[src/rsd_pkg.sv]
`default_nettype none

package rsd_pkg;

    localparam int NUM_CH = 2;

    // Register map, byte addresses on the plain register port.
    localparam int          ADDR_W        = 8;
    localparam int          DATA_W        = 32;
    localparam logic [7:0]  ADDR_CFG      = 8'h00;
    localparam logic [7:0]  ADDR_STAT0    = 8'h04;
    localparam logic [7:0]  ADDR_STAT1    = 8'h08;

    // Field positions in the configuration register.
    localparam int CFG_POWER_LSB = 0;
    localparam int CFG_RATE_LSB  = 2;
    localparam int CFG_THR_LSB   = 4;
    localparam logic [31:0] CFG_RESET = 32'h0000_0000;

    // Amplitude threshold encodings.
    localparam logic [1:0] THR_OFF  = 2'h0;
    localparam logic [1:0] THR_LOW  = 2'h1;
    localparam logic [1:0] THR_MID  = 2'h2;
    localparam logic [1:0] THR_HIGH = 2'h3;

    // Three-level speed range input, coded on two wires.
    localparam logic [1:0] SPD_LOW  = 2'h0;
    localparam logic [1:0] SPD_MID  = 2'h1;
    localparam logic [1:0] SPD_HIGH = 2'h2;

    // Line and recovery constants.
    localparam int BITS_PER_CHAR    = 10;
    localparam int DENSITY_MAX_BITS = 60;
    localparam int RC_PERIOD_CHARS  = 4096;
    localparam int PPM_LIMIT        = 1500;
    localparam int PPM_SCALE        = 1000000;
    localparam int RC_EXP_FULL      = RC_PERIOD_CHARS;
    localparam int RC_EXP_HALF      = RC_PERIOD_CHARS / 2;
    localparam int RC_TOL_FULL      = RC_EXP_FULL * PPM_LIMIT / PPM_SCALE;
    localparam int RC_TOL_HALF      = RC_EXP_HALF * PPM_LIMIT / PPM_SCALE;

    // Timing at the system clock.
    localparam int CLK_PERIOD_NS    = 5;
    localparam int SETTLE_TIME_US   = 2000;
    localparam int SETTLE_CYCLES    =
        SETTLE_TIME_US * 1000 / CLK_PERIOD_NS;
    localparam int REF_TIMEOUT_CYCLES = 256;

    typedef struct packed {
        logic       power;
        logic       half_rate;
    } rsd_ch_cfg_t;

    typedef struct packed {
        logic       cfg_reserved;
        logic       settling;
        logic       ref_present;
        logic       forced;
        logic       density_fault;
        logic       amp_ok;
        logic       link_fault_n;
    } rsd_ch_stat_t;

endpackage : rsd_pkg

`default_nettype wire

[src/rsd_density_check.sv]
`default_nettype none

module rsd_density_check #(
    parameter int MAX_BITS = rsd_pkg::DENSITY_MAX_BITS
) (
    input  wire logic mclk,
    input  wire logic rst,
    input  wire logic enable,
    input  wire logic bit_strobe,
    input  wire logic data_bit,
    output logic      density_fault
);
    import rsd_pkg::*;

    localparam int CNT_W = $clog2(MAX_BITS + 2);
    localparam logic [CNT_W-1:0] CNT_MAX = CNT_W'(MAX_BITS);

    logic             last_bit_r;
    logic [CNT_W-1:0] run_r;

    ////////////////////////////////////////////////////////////////////
    // Run length of identical bits; saturates one past the limit.

    always_ff @(posedge mclk) begin
        if (rst || !enable) begin
            last_bit_r <= 1'b0;
            run_r      <= '0;
        end else if (bit_strobe) begin
            last_bit_r <= data_bit;
            if (data_bit != last_bit_r) begin
                run_r <= '0;
            end else if (run_r <= CNT_MAX) begin
                run_r <= run_r + 1'b1;
            end
        end
    end

    assign density_fault = (run_r > CNT_MAX);

endmodule : rsd_density_check

`default_nettype wire

[src/rsd_link_monitor.sv]
// The register addresses and the strobed register port were left to the implementer.
`default_nettype none

module rsd_link_monitor #(
    parameter int SETTLE_CYC   = rsd_pkg::SETTLE_CYCLES,
    parameter int PERIOD_CHARS = rsd_pkg::RC_PERIOD_CHARS,
    parameter int REF_TIMEOUT  = rsd_pkg::REF_TIMEOUT_CYCLES
) (
    input  wire logic                               mclk,
    input  wire logic                               rst,
    input  wire logic [rsd_pkg::ADDR_W-1:0]         reg_addr,
    input  wire logic [rsd_pkg::DATA_W-1:0]         reg_wdata,
    input  wire logic                               reg_wr,
    input  wire logic                               reg_rd,
    output logic      [rsd_pkg::DATA_W-1:0]         reg_rdata,
    input  wire logic [rsd_pkg::NUM_CH-1:0]         input_select,
    input  wire logic [rsd_pkg::NUM_CH-1:0]         serial_input_primary,
    input  wire logic [rsd_pkg::NUM_CH-1:0]         serial_input_alternate,
    input  wire logic [rsd_pkg::NUM_CH-1:0][1:0]    amp_level_primary,
    input  wire logic [rsd_pkg::NUM_CH-1:0][1:0]    amp_level_alternate,
    input  wire logic [rsd_pkg::NUM_CH-1:0]         bit_strobe,
    input  wire logic [rsd_pkg::NUM_CH-1:0]         training_clock,
    input  wire logic [rsd_pkg::NUM_CH-1:0][1:0]    speed_range_select,
    input  wire logic [rsd_pkg::NUM_CH-1:0]         receiver_inhibit,
    output logic      [rsd_pkg::NUM_CH-1:0]         cdr_data,
    output logic      [rsd_pkg::NUM_CH-1:0]         char_strobe,
    output logic      [rsd_pkg::NUM_CH-1:0]         track_training,
    output logic      [rsd_pkg::NUM_CH-1:0]         link_fault_n
);
    import rsd_pkg::*;

    localparam int SW = $clog2(SETTLE_CYC + 1);
    localparam int BW = $clog2(BITS_PER_CHAR);
    localparam logic [BW-1:0] BIT_LAST = BW'(BITS_PER_CHAR - 1);

    ////////////////////////////////////////////////////////////////////
    // Decoding shared by the channels.

    function automatic logic amp_pass(input logic [1:0] level,
                                      input logic [1:0] thr);
        // With the detector off, amplitude never blocks the link.
        amp_pass = (thr == THR_OFF) || (level >= thr);
    endfunction : amp_pass

    function automatic logic range_reserved(input logic [1:0] spd,
                                            input logic       half);
        range_reserved = (spd == SPD_LOW) && half;
    endfunction : range_reserved

    ////////////////////////////////////////////////////////////////////
    // Configuration register.

    logic [NUM_CH-1:0] power_r;
    logic [NUM_CH-1:0] half_rate_r;
    logic [1:0]        threshold_r;
    rsd_ch_cfg_t       ch_cfg [NUM_CH];
    rsd_ch_stat_t      ch_stat [NUM_CH];

    always_ff @(posedge mclk) begin
        if (rst) begin
            power_r     <= CFG_RESET[CFG_POWER_LSB +: NUM_CH];
            half_rate_r <= CFG_RESET[CFG_RATE_LSB +: NUM_CH];
            threshold_r <= CFG_RESET[CFG_THR_LSB +: 2];
        end else if (reg_wr && reg_addr == ADDR_CFG) begin
            power_r     <= reg_wdata[CFG_POWER_LSB +: NUM_CH];
            half_rate_r <= reg_wdata[CFG_RATE_LSB +: NUM_CH];
            threshold_r <= reg_wdata[CFG_THR_LSB +: 2];
        end
    end

    // Read data stands only in the cycle after the read strobe.
    always_ff @(posedge mclk) begin
        if (rst || !reg_rd) begin
            reg_rdata <= '0;
        end else begin
            unique case (reg_addr)
                ADDR_CFG: begin
                    reg_rdata <= '0;
                    reg_rdata[CFG_POWER_LSB +: NUM_CH] <= power_r;
                    reg_rdata[CFG_RATE_LSB +: NUM_CH]  <= half_rate_r;
                    reg_rdata[CFG_THR_LSB +: 2]        <= threshold_r;
                end
                ADDR_STAT0: begin
                    reg_rdata <= DATA_W'(ch_stat[0]);
                end
                ADDR_STAT1: begin
                    reg_rdata <= DATA_W'(ch_stat[1]);
                end
                default: begin
                    reg_rdata <= '0;
                end
            endcase
        end
    end

    ////////////////////////////////////////////////////////////////////
    // Per-channel monitoring.

    for (genvar c = 0; c < NUM_CH; c++) begin : g_ch
        logic          sel_data;
        logic [1:0]    sel_level;
        logic          amp_ok;
        logic          dens_fault;
        logic          forced;
        logic          ref_ok;
        logic          reserved;
        logic          settling;
        logic          sig_valid;
        logic          chr;
        logic          power_q_r;
        logic [BW-1:0] bit_cnt_r;
        logic [SW-1:0] settle_r;

        assign ch_cfg[c].power     = power_r[c];
        assign ch_cfg[c].half_rate = half_rate_r[c];

        assign sel_data  = input_select[c] ? serial_input_alternate[c]
                                           : serial_input_primary[c];
        assign sel_level = input_select[c] ? amp_level_alternate[c]
                                           : amp_level_primary[c];
        assign amp_ok    = amp_pass(sel_level, threshold_r);
        assign reserved  = range_reserved(speed_range_select[c],
                                          ch_cfg[c].half_rate);

        always_ff @(posedge mclk) begin
            if (rst) begin
                cdr_data[c] <= 1'b0;
            end else if (ch_cfg[c].power && bit_strobe[c]) begin
                cdr_data[c] <= sel_data;
            end
        end

        // Recovered character clock: one enable per ten bit strobes.
        always_ff @(posedge mclk) begin
            if (rst || !ch_cfg[c].power) begin
                bit_cnt_r <= '0;
            end else if (bit_strobe[c]) begin
                bit_cnt_r <= (bit_cnt_r == BIT_LAST) ? '0
                                                     : bit_cnt_r + 1'b1;
            end
        end

        assign chr = ch_cfg[c].power && bit_strobe[c] &&
                     (bit_cnt_r == BIT_LAST);
        assign char_strobe[c] = chr;

        rsd_density_check #(
            .MAX_BITS      (DENSITY_MAX_BITS)
        ) u_density (
            .mclk          (mclk),
            .rst           (rst),
            .enable        (ch_cfg[c].power),
            .bit_strobe    (bit_strobe[c]),
            .data_bit      (sel_data),
            .density_fault (dens_fault)
        );

        rsd_range_ctrl #(
            .PERIOD_CHARS  (PERIOD_CHARS),
            .REF_TIMEOUT   (REF_TIMEOUT)
        ) u_range (
            .mclk          (mclk),
            .rst           (rst),
            .enable        (ch_cfg[c].power),
            .half_rate     (ch_cfg[c].half_rate),
            .char_strobe   (chr),
            .training_tick (training_clock[c]),
            .forced        (forced),
            .ref_present   (ref_ok)
        );

        assign track_training[c] = forced;

        // Re-enable opens a settling span in which the fault is held, so
        // nothing downstream sees the indeterminate start-up state.
        always_ff @(posedge mclk) begin
            if (rst) begin
                power_q_r <= 1'b0;
            end else begin
                power_q_r <= ch_cfg[c].power;
            end
        end

        always_ff @(posedge mclk) begin
            if (rst || !ch_cfg[c].power) begin
                settle_r <= '0;
            end else if (!power_q_r) begin
                settle_r <= SW'(SETTLE_CYC);
            end else if (settle_r != '0) begin
                settle_r <= settle_r - 1'b1;
            end
        end

        assign settling  = (settle_r != '0);
        assign sig_valid = amp_ok && !dens_fault && !forced &&
                           ch_cfg[c].power && ref_ok &&
                           !receiver_inhibit[c] && !reserved &&
                           !settling;

        // A powered-down channel has no recovered clock, so its fault
        // is applied at once rather than waiting for a character edge.
        always_ff @(posedge mclk) begin
            if (rst || !ch_cfg[c].power) begin
                link_fault_n[c] <= 1'b0;
            end else if (chr) begin
                link_fault_n[c] <= sig_valid;
            end
        end

        assign ch_stat[c].link_fault_n  = link_fault_n[c];
        assign ch_stat[c].amp_ok        = amp_ok;
        assign ch_stat[c].density_fault = dens_fault;
        assign ch_stat[c].forced        = forced;
        assign ch_stat[c].ref_present   = ref_ok;
        assign ch_stat[c].settling      = settling;
        assign ch_stat[c].cfg_reserved  = reserved;
    end : g_ch

endmodule : rsd_link_monitor

`default_nettype wire

[src/rsd_range_ctrl.sv]
`default_nettype none

module rsd_range_ctrl #(
    parameter int PERIOD_CHARS = rsd_pkg::RC_PERIOD_CHARS,
    parameter int REF_TIMEOUT  = rsd_pkg::REF_TIMEOUT_CYCLES
) (
    input  wire logic mclk,
    input  wire logic rst,
    input  wire logic enable,
    input  wire logic half_rate,
    input  wire logic char_strobe,
    input  wire logic training_tick,
    output logic      forced,
    output logic      ref_present
);
    import rsd_pkg::*;

    localparam int CW = $clog2(PERIOD_CHARS);
    localparam int TW = CW + 2;
    localparam int RW = $clog2(REF_TIMEOUT + 1);
    localparam logic [CW-1:0] CHAR_LAST = CW'(PERIOD_CHARS - 1);
    localparam logic [TW-1:0] EXP_F = TW'(PERIOD_CHARS);
    localparam logic [TW-1:0] EXP_H = TW'(PERIOD_CHARS / 2);
    localparam logic [TW-1:0] TOL_F =
        TW'(PERIOD_CHARS * PPM_LIMIT / PPM_SCALE);
    localparam logic [TW-1:0] TOL_H =
        TW'((PERIOD_CHARS / 2) * PPM_LIMIT / PPM_SCALE);
    localparam logic [RW-1:0] REF_MAX = RW'(REF_TIMEOUT);

    logic [CW-1:0] char_cnt_r;
    logic [TW-1:0] trg_cnt_r;
    logic [RW-1:0] ref_age_r;
    logic [TW-1:0] exp_cnt;
    logic [TW-1:0] tol_cnt;
    logic          in_range;

    ////////////////////////////////////////////////////////////////////
    // Expected training ticks per window depend on the training rate.

    assign exp_cnt  = half_rate ? EXP_H : EXP_F;
    assign tol_cnt  = half_rate ? TOL_H : TOL_F;
    assign in_range = (trg_cnt_r >= exp_cnt - tol_cnt) &&
                      (trg_cnt_r <= exp_cnt + tol_cnt);

    always_ff @(posedge mclk) begin
        if (rst || !enable) begin
            char_cnt_r <= '0;
        end else if (char_strobe) begin
            char_cnt_r <= char_cnt_r + 1'b1;
        end
    end

    // A tick landing on the window edge starts the next window's count.
    always_ff @(posedge mclk) begin
        if (rst || !enable) begin
            trg_cnt_r <= '0;
        end else if (char_strobe && char_cnt_r == CHAR_LAST) begin
            trg_cnt_r <= training_tick ? TW'(1) : '0;
        end else if (training_tick && trg_cnt_r != '1) begin
            trg_cnt_r <= trg_cnt_r + 1'b1;
        end
    end

    // Forced tracking is entered only at a window boundary and left there or at disable, so
    // the oscillator always gets one full window to settle either way.
    always_ff @(posedge mclk) begin
        if (rst || !enable) begin
            forced <= 1'b0;
        end else if (char_strobe && char_cnt_r == CHAR_LAST) begin
            forced <= !in_range;
        end
    end

    always_ff @(posedge mclk) begin
        if (rst || !enable || training_tick) begin
            ref_age_r <= '0;
        end else if (ref_age_r != REF_MAX) begin
            ref_age_r <= ref_age_r + 1'b1;
        end
    end

    assign ref_present = enable && (ref_age_r != REF_MAX);

endmodule : rsd_range_ctrl

`default_nettype wire

[config.mk]
export PLATFORM = sky130hd
export DESIGN_NAME = rsd_link_monitor
export DESIGN_NICKNAME = d
export VERILOG_FILES = /design/src/rsd_pkg.sv /design/src/rsd_density_check.sv /design/src/rsd_link_monitor.sv /design/src/rsd_range_ctrl.sv
export SDC_FILE = /design/constraint.sdc
export NUM_CORES = 1
export LEC_CHECK = 0
export BUFFER_PORTS_ARGS = -buffer_cell sky130_fd_sc_hd__buf_2
export CORE_ASPECT_RATIO = 0.7
export CORE_MARGIN = 4
export CORE_UTILIZATION = 45
export CTS_BUF_LIST = sky130_fd_sc_hd__clkbuf_4 sky130_fd_sc_hd__clkbuf_8
export DETAILED_ROUTE_END_ITERATION = 10
export SETUP_SLACK_MARGIN = 0.1
export SLEW_MARGIN = 20
export SYNTH_ARGS = -nofsm -noshare
export SYNTH_HDL_FRONTEND = slang
export SYNTH_SLANG_ARGS = --single-unit
[constraint.sdc]
create_clock -name mclk -period 2.9 [get_ports mclk]
set_input_delay 0.435 -clock mclk [delete_from_list [all_inputs] [get_ports mclk]]
set_output_delay 0.435 -clock mclk [all_outputs]
set_load 0.02 [all_outputs]
After elaboration in Yosys (flattened, before gate mapping):

Index checks and enable logic that the tools add are counted.

* add/subtract/negate cells: 16
* order comparisons: 10
* equality and inequality tests: 14
* mux-type cells: 25
* bitwise logic cells: 2
* reductions and logical operators: 65

Operator list (number)
* $mux 19: 4
* $mux 14: 4
* $reduce_bool 19->1: 2
* $sub 19x1->19 const B: 2
* $logic_and 1x1->1: 29
* $add 14x1->14 const B: 2
* $add 14x14->14: 2
* $ge 14x14->1: 2
* $le 14x14->1: 2
* $ne 14x14->1 const B: 2
* $sub 14x14->14: 2
* $mux 13: 2
* $add 12x1->12 const B: 2
* $eq 12x12->1 const B: 2
* $mux 6: 4
* $pmux 7 s3: 1
* $add 9x1->9 const B: 2
* $ne 9x9->1 const B: 2
* $logic_not 1->1: 15
* $add 6x1->6 const B: 2
* $gt 6x6->1 const B: 2
* $le 6x6->1 const B: 2
* $add 4x1->4 const B: 2
* $eq 4x4->1 const B: 2
* other kinds (16): 39

* flip-flop bits (word level): 176
* bits of input ports: 68
* output and inout bits: 40
* logic and storage cells: 160

Logic depth before layout (Yosys ltp):

Gate-level depths: netlist (run 1).

* depth in word-level cells: 10
* gate-level depth with buffers: 8
* gate-level depth less buffers: 7

By module:

Synthesis (run 1) repeated with hierarchy kept, for this count alone.

* cells, all modules: 970
* area, all modules: 8359.3 um^2

By module, submodules not included
* rsd_range_ctrl: instances 2, cells an instance 238, area an instance 2054.5 um^2, sequential area each 720.7 um^2
* rsd_link_monitor: instances 1, cells an instance 398, area an instance 3442.1 um^2, sequential area each 1301.2 um^2
* rsd_density_check: instances 2, cells an instance 48, area an instance 404.1 um^2, sequential area each 140.1 um^2

Worst setup path before layout (run 1):

No wires, ideal clock.

* path type: register to register
* start: reg g_ch[1].settle_r[0]
* end: reg g_ch[1].settle_r[18]
* setup time: 86 ps
* data arrival time: 1972 ps
* required time: 2814 ps
* path slack: 842 ps
* cell stages (with the launch flop): 8
* buffers on the path: 1
* period minus slack after synthesis: 2058 ps
* path through: dfxtp_1 -> inv_1 -> ha_1 -> or4b_1 -> clkbuf_1 -> or4_1 -> o21a_1 -> a221oi_2

* cells in the longest elaborated chain, start to end: 3
* elaborated cells on any way between the ends: 5
* those cells by class: add/sub: 1; eq/ne: 1; mux: 2; reduce/logical: 1

RTL lines
* start: declaration: RTL line rsd_link_monitor.sv:112 `logic [SW-1:0] settle_r;`
* start signal: assignment: RTL line rsd_link_monitor.sv:188 `settle_r <= SW'(SETTLE_CYC);`
* start signal: assignment: RTL line rsd_link_monitor.sv:190 `settle_r <= settle_r - 1'b1;`
* $sub 19x1->19: RTL line rsd_link_monitor.sv:190
* $mux 19: RTL line rsd_link_monitor.sv:189 `end else if (settle_r != '0) begin`
* $mux 19: RTL line rsd_link_monitor.sv:187 `end else if (!power_q_r) begin`

Several ways; a longest one is shown, not always the timed one. The select of a mux whose other input is x is not followed.
A chain may end at the register's enable or synchronous reset.

Worst setup path in the final report (run 1):

* start: reg power_r[1]
* end: out char_strobe[1] in the netlist's numbering

* cells in the longest elaborated chain, start to end: 2

RTL lines
* start: declaration: RTL line rsd_link_monitor.sv:53 `logic [NUM_CH-1:0] power_r;`
* start signal: assignment: RTL line rsd_link_monitor.sv:61 `power_r <= CFG_RESET[CFG_POWER_LSB +: NUM_CH];`
* start signal: assignment: RTL line rsd_link_monitor.sv:65 `power_r <= reg_wdata[CFG_POWER_LSB +: NUM_CH];`
* $logic_and 1x1->1 (2 in a row): RTL line rsd_link_monitor.sv:143 `assign chr = ch_cfg[c].power && bit_strobe[c] &&`
* end: declaration: RTL line rsd_link_monitor.sv:26 `output logic [rsd_pkg::NUM_CH-1:0] char_strobe,`

Every way passes these cells.

==> results of run 1 <==
-- cells in the final DEF, fill, tap and decap left out, drive strengths merged, types with 3 or more instances in the layout --
| master | netlist | final |
|---|---|---|
| nor2 | 156 | 156 |
| clkbuf | 20 | 20 |
| dfxtp | 151 | 151 |
| a21o | 3 | 3 |
| ha | 34 | 34 |
| nor4 | 22 | 22 |
| inv | 29 | 29 |
| nand4b | 3 | 3 |
| nand3b | 4 | 4 |
| a211oi | 14 | 14 |
| or2 | 6 | 6 |
| nor2b | 7 | 7 |
| or4 | 13 | 13 |
| o31a | 5 | 5 |
| a21oi | 43 | 43 |
| clkinv | 1 | 8 |
| and3 | 10 | 10 |
| xor2 | 40 | 40 |
| o211ai | 6 | 6 |
| a31oi | 6 | 6 |
| nor3b | 8 | 8 |
| buf | 36 | 66 |
| nand2b | 16 | 16 |
| xnor2 | 57 | 57 |
| mux2i | 18 | 18 |
| or3 | 6 | 6 |
| nand4 | 29 | 29 |
| mux2 | 4 | 4 |
| o31ai | 3 | 3 |
| and2 | 4 | 4 |
| conb | 1 | 25 |
| nor3 | 30 | 30 |
| and4 | 6 | 6 |
| nand3 | 39 | 39 |
| o21ai | 25 | 25 |
| nand2 | 42 | 42 |
| bufinv | 0 | 3 |
-- sequential cells by signal, summed over array words and instances (netlist names), 7 cells and up --
name and cells:
g_ch.settle_r 38, g_ch.u_range.trg_cnt_r 28, g_ch.u_range.char_cnt_r 24, g_ch.u_range.ref_age_r 18, g_ch.u_density.run_r 12, g_ch.bit_cnt_r 8
reg_rdata 7
-- kinds of logic (layout without fill, tap and decap cells) --
family                   Yosys count  after routing  share of synthesized area, %
flip-flops                       151            151                          38.6
buffers and inverters             86            126                          5.69
AO/OA/AOI/OAI                    122            122                          9.92
multiplexers                      22             22                          2.87
AND/OR/NAND/NOR                  407            407                          26.6
XOR/XNOR                          97             97                          10.8
other                              1             25                        0.0479
adder cells (fa/ha/maj)           34             34                          5.43
-- per-stage QoR --
stage               hold slack (ps)  setup slack, ps  cell area [sq um]  util (%)  cells
floorplan                       454              842               7930         -    944
global placement                470              703               8240      48.1   1185
detailed placement              470              685               8240      48.1   1185
CTS                             175              592               8630      50.4   1215
global route                    187              500               8630      50.4   1215
finish                          202              638               8630      50.4   1215
-- final timing paths --
check | from | end | slack, ps | cells past startpoint
worst max-delay path | power_r[1] | char_strobe[1] | 640 | 5
worst min-delay path | reg_wdata[4] | threshold_r[0] | 200 | 3
worst max register to register | g_ch[1].settle_r[0] | g_ch[1].settle_r[18] | 670 | 6
worst min register to register | g_ch[1].u_range.char_cnt_r[1] | g_ch[1].u_range.char_cnt_r[1] | 490 | 2
-- layer usage --
metal | vias to the layer above | wire, um | part of all wire [%] | global-route usage [%]
li1 | 3282 | - | - | -
met1 | 2799 | 9060 | 54 | 25.9
met2 | 105 | 6790 | 41 | 24.1
met3 | 6 | 692 | 4.2 | 4.71
met4 | 0 | 82 | 0.49 | 3.61
met5 | - | 0 | 0 | 0
-- area by class of cell --
| cell class | count | area, sq um | area share (%) |
|---|---|---|---|
| Multi-Input combinational cell | 707 | 4460 | 51.6 |
| Tap cell | 231 | 289 | 3.35 |
| Timing Repair Buffer | 66 | 355 | 4.12 |
| Clock inverter | 10 | 129 | 1.49 |
| Clock buffer | 20 | 269 | 3.12 |
| Sequential cell | 151 | 3020 | 35.0 |
| Inverter | 30 | 113 | 1.30 |
-- report_power, final --
group / switching, mW / leakage (nW) / internal, mW / total [mW]
clock: 0.762 / 0.211 / 0.888 / 1.65
sequential: 0.000492 / 1.22 / 2.07 / 2.07
combinational: 0.0722 / 1.75 / 0.0389 / 0.111
-- worst max-delay path: stages (launching register included) --
cell,delay [ps]
dfxtp_1,520
nand4bb_1,190
or2_0,230
buf_4,170
inv_2,80
buf_2,170
==> out/summary.txt, run 1 <==
status - finished, final reports clean
ys flop type - dfxtp_1
CORE AREA - 17100 sq um
Worst VDD drop - 280 uV
cts repair resizes - 0
Port Buf Inserts - 56
synth cell count leaders - nor2_1 (154), dfxtp_1 (151), xnor2_1 (57)
Worst EP required - 2470 ps
vias in the first global route - 5518
overall global routing resource usage - 17.1%
Post-synth EDFFs - 0
largest net degree at the start of global routing - 26
CP Capture Type - output port
Placer Congestion - 0.815
Design Power - 3.83 mW
YS warnings - 0
crit-path max FO - 7
DR pass1 iterations - 5
Die ar. - 19600 sq um
Vias/cell - 5.10
clock-pin transition on the worst setup and hold timing paths - 80 ps
Syn Area/Cell - 8.52 sq um
Max Cap Viol - 0
setup TNS - 0 ps
IO Pins - 108
Post-DP HPWL - 12.2 mm
Remaining DRCs - 0
first-pass GRT wire length - 27.8 mm
share of the synthesized area in the top cell type - 38.6%
layout net count - 1075
clock sinks - 151
Rel. slew slack - 51.4%
Max clock buf depth - 2
f_max - 0.442 GHz
post-route ant nets - 0
CP startpoint kind - register
Final period util - 78.0%
CTS tree - built
H-tree Lvls - 4
sequential area share after synthesis - 38.6%
final hold violation count - 0
RSZ-0062 raised after global routing - no
Area Growth Syn to Fin - 10.2%
worst skew pair latency - 460 ps
initial antenna violation count - 0
WL/cell - 13.7 um
Crit Path Class - register to output port
hold_buf cts - 0
share of layout cells above drive strength 1 - 11.6%
CTS buffer count - 17
die height - 118 um
Slew Viols, Final - 0
Cell variety after synth - 71
clock skew - 9.85 ps
HP Class - primary input to register
Synth area leader - dfxtp_1
Starting Density - 45.8%
async set-reset flop share out of synthesis - 0%
Mapped Area - 7840 sq um
Vias - 6192
Filler Cell Count - 1679
min cycle time layout - 2260 ps
FF+latch count, synth - 151
Synth Instances - 920
top cells by area, synth - dfxtp_1 (39%), nor2_1 (7.4%), xnor2_1 (6.4%)
Ant. Diodes - 0
Arrival @ worst endpoint - 1830 ps
final WL - 16.6 mm
pwr/cell area - 444 nW/um^2
Initial DRC Count - 434
total gr overflow - 0
Post-CTS Setup Inserts - 0
CTS root buffer - clkbuf_8
Die Width - 166 um
top-count cell post-synth - nor2_1
final setup fails - 0
Slew @ Worst Pin - 722 ps
Rows - 40
Leak - 3.18 nW
Note: power is estimated with default switching activity, not from simulation.
==> run 2: changes to the inputs <==
- clock period: 2.9 -> 2.2 ns (I/O delays scaled with it)
==> run 2 against run 1 <==
Compared with the run above: first-iteration DRC count down 9.0%; core utilization up 2.2 points; setup slack worse by 460 ps; hold slack worse by 89 ps; register-to-register slack worse by 500 ps; die area unchanged; critical path type is now register to register; critical endpoint is now g_ch[1].settle_r[18]; largest cell class unchanged; highest routed layer unchanged.
==> out/summary.txt, run 2 (synthesized netlist as in run 1, its figures left out) <==
Filler Cell Count - 1644
Hold Crit Start - reg_wdata[0]
Starting Density - 45.8%
CP Capture Type - register
Initial DRC Count - 395
max reg flops - 38
Die Width - 166 um
overall global routing resource usage - 17.7%
Max Cap Viol - 0
die height - 118 um
Remaining DRCs - 0
Critical Path Start - g_ch[1].settle_r[1]
share of layout cells above drive strength 1 - 14.4%
combinational power share - 2.5%
post-route ant nets - 0
Rows - 40
Rel. slew slack - 63.5%
Setup crit end - g_ch[1].settle_r[18]
FF-to-FF setup slack - 170 ps
clock skew - 10.4 ps
sequential cell area - 3020 sq um
Ant. Diodes - 0
Top reg by flops - g_ch.settle_r
Area Growth Syn to Fin - 15.0%
Sw Pwr - 1.15 mW
Vias/cell - 5.09
Final period util - 92.1%
total gr overflow - 0
post-placement cell count - 1206
Final Util - 52.6%
Max clock buf depth - 2
Port Buf Inserts - 56
Vias - 6304
worst skew pair latency - 450 ps
final hold violation count - 0
Slew Viols, Final - 0
first-pass GRT wire length - 29.0 mm
final WL - 17.1 mm
clock-pin transition on the worst setup and hold timing paths - 80 ps
worst r2r src - g_ch[1].settle_r[1]
switching share of total power - 19.4%
initial antenna violation count - 0
WL/cell - 13.8 um
multi-input logic area - 4480 sq um
Arrival @ worst endpoint - 2390 ps
IO Pins - 108
DR pass1 iterations - 4
min cycle time layout - 2030 ps
f_max - 0.494 GHz
layout net count - 1096
CP startpoint kind - register
most frequent cells in the layout - nor2_1 (154), dfxtp_1 (150), xnor2_1 (57)
placed inst area - 8410 sq um
Slew @ Worst Pin - 542 ps
Finished Layout Cells - 1238
Clock power frac - 51.3%
largest net degree at the start of global routing - 26
CTS buffer count - 17
sequential power share - 46.1%
setup TNS - 0 ps
final setup fails - 0
status - finished, final reports clean
CTS root buffer - clkbuf_8
pwr/cell area - 657 nW/um^2
HP Class - primary input to register
Design Power - 5.92 mW
hold_buf cts - 0
CORE AREA - 17100 sq um
vias in the first global route - 5808
crit-path max FO - 5
clock sinks - 151
Leak - 3.37 nW
Die ar. - 19600 sq um
Crit Path Class - register to register
Worst VDD drop - 469 uV
P_int - 4.77 mW
biggest regs - g_ch.settle_r (38), g_ch.u_range.trg_cnt_r (28), g_ch.u_range.char_cnt_r (24)
CTS tree - built
H-tree Lvls - 4
commonest non-fill, non-tap cell in the layout - nor2_1
RSZ-0062 raised after global routing - yes
reg-to-reg endpoint - g_ch[1].settle_r[18]
Post-DP HPWL - 12.6 mm
cells on worst reg2reg path - 6
Placer Congestion - 0.851
Design Area, Final - 9010 sq um
Worst EP required - 2570 ps
-- run 2: cell types whose count changed in the layout (fill, tap and decap cells not counted), sizes merged --
| cell | before | now |
|---|---|---|
| clkbuf | 20 | 19 |
| buf | 66 | 87 |
| inv | 29 | 30 |
| bufinv | 3 | 10 |
| clkinv | 8 | 3 |
-- run 2: final cells by class --
cell class	count	share of cell area [%]
Multi-Input combinational cell	707	49.7
Sequential cell	151	33.6
Timing Repair Buffer	87	5.83
Clock inverter	13	3.54
Tap cell	231	3.21
Clock buffer	19	2.90
Inverter	30	1.25
-- run 2: timing repair --
action                     CTS  global route
pin swaps                    0             4
resized for setup            2             8
setup endpoints to repair    2            15
cloned                       0             0
setup buffers                0             0
-- run 2: how the worst min path moves through the flow --
stage	endpoint	slack, ps	cells after the start
finish	power_r[0]	110	3
global route	power_r[0]	80	3
global placement	g_ch[1].u_range.char_cnt_r[1]	470	2
detailed placement	g_ch[1].u_range.char_cnt_r[1]	480	2
floorplan	g_ch[1].u_range.char_cnt_r[1]	450	2
CTS	power_r[0]	80	3
-- run 2: power by group through the flow --
stage | Sequential, mW | Clock (mW) | Combinational [mW]
6_report | 2.73 | 3.04 | 0.151
5_1_grt | 2.73 | 3.24 | 0.165
4_1_cts | 2.73 | 3.12 | 0.150
3_5_place_dp | 2.80 | 0 | 0.150
3_3_place_gp | 2.80 | 0 | 0.149
2_1_floorplan | 2.80 | 0 | 0.127
-- run 2: metal layers --
| layer | share of wire, % | up-vias | track usage [%] |
|---|---|---|---|
| met5 | 0 | - | 0 |
| met4 | 1.4 | 0 | 5.26 |
| met3 | 4.2 | 12 | 4.18 |
| met2 | 40 | 105 | 24.5 |
| met1 | 55 | 2865 | 27.1 |
| li1 | - | 3322 | - |
-- run 2: worst max-delay path, stage by stage (launching register included) --
cell	delay (ps)
dfxtp_1	330
inv_1	100
ha_2	220
or4b_4	480
or4_1	420
o21a_1	190
a221oi_2	210
-- run 2: per-stage QoR --
step           hold WS, ps  setup WS [ps]
6_report               113            175
5_1_grt               80.3           48.9
4_1_cts               78.5            104
3_5_place_dp           480            134
3_3_place_gp           470            149
2_1_floorplan          454            142
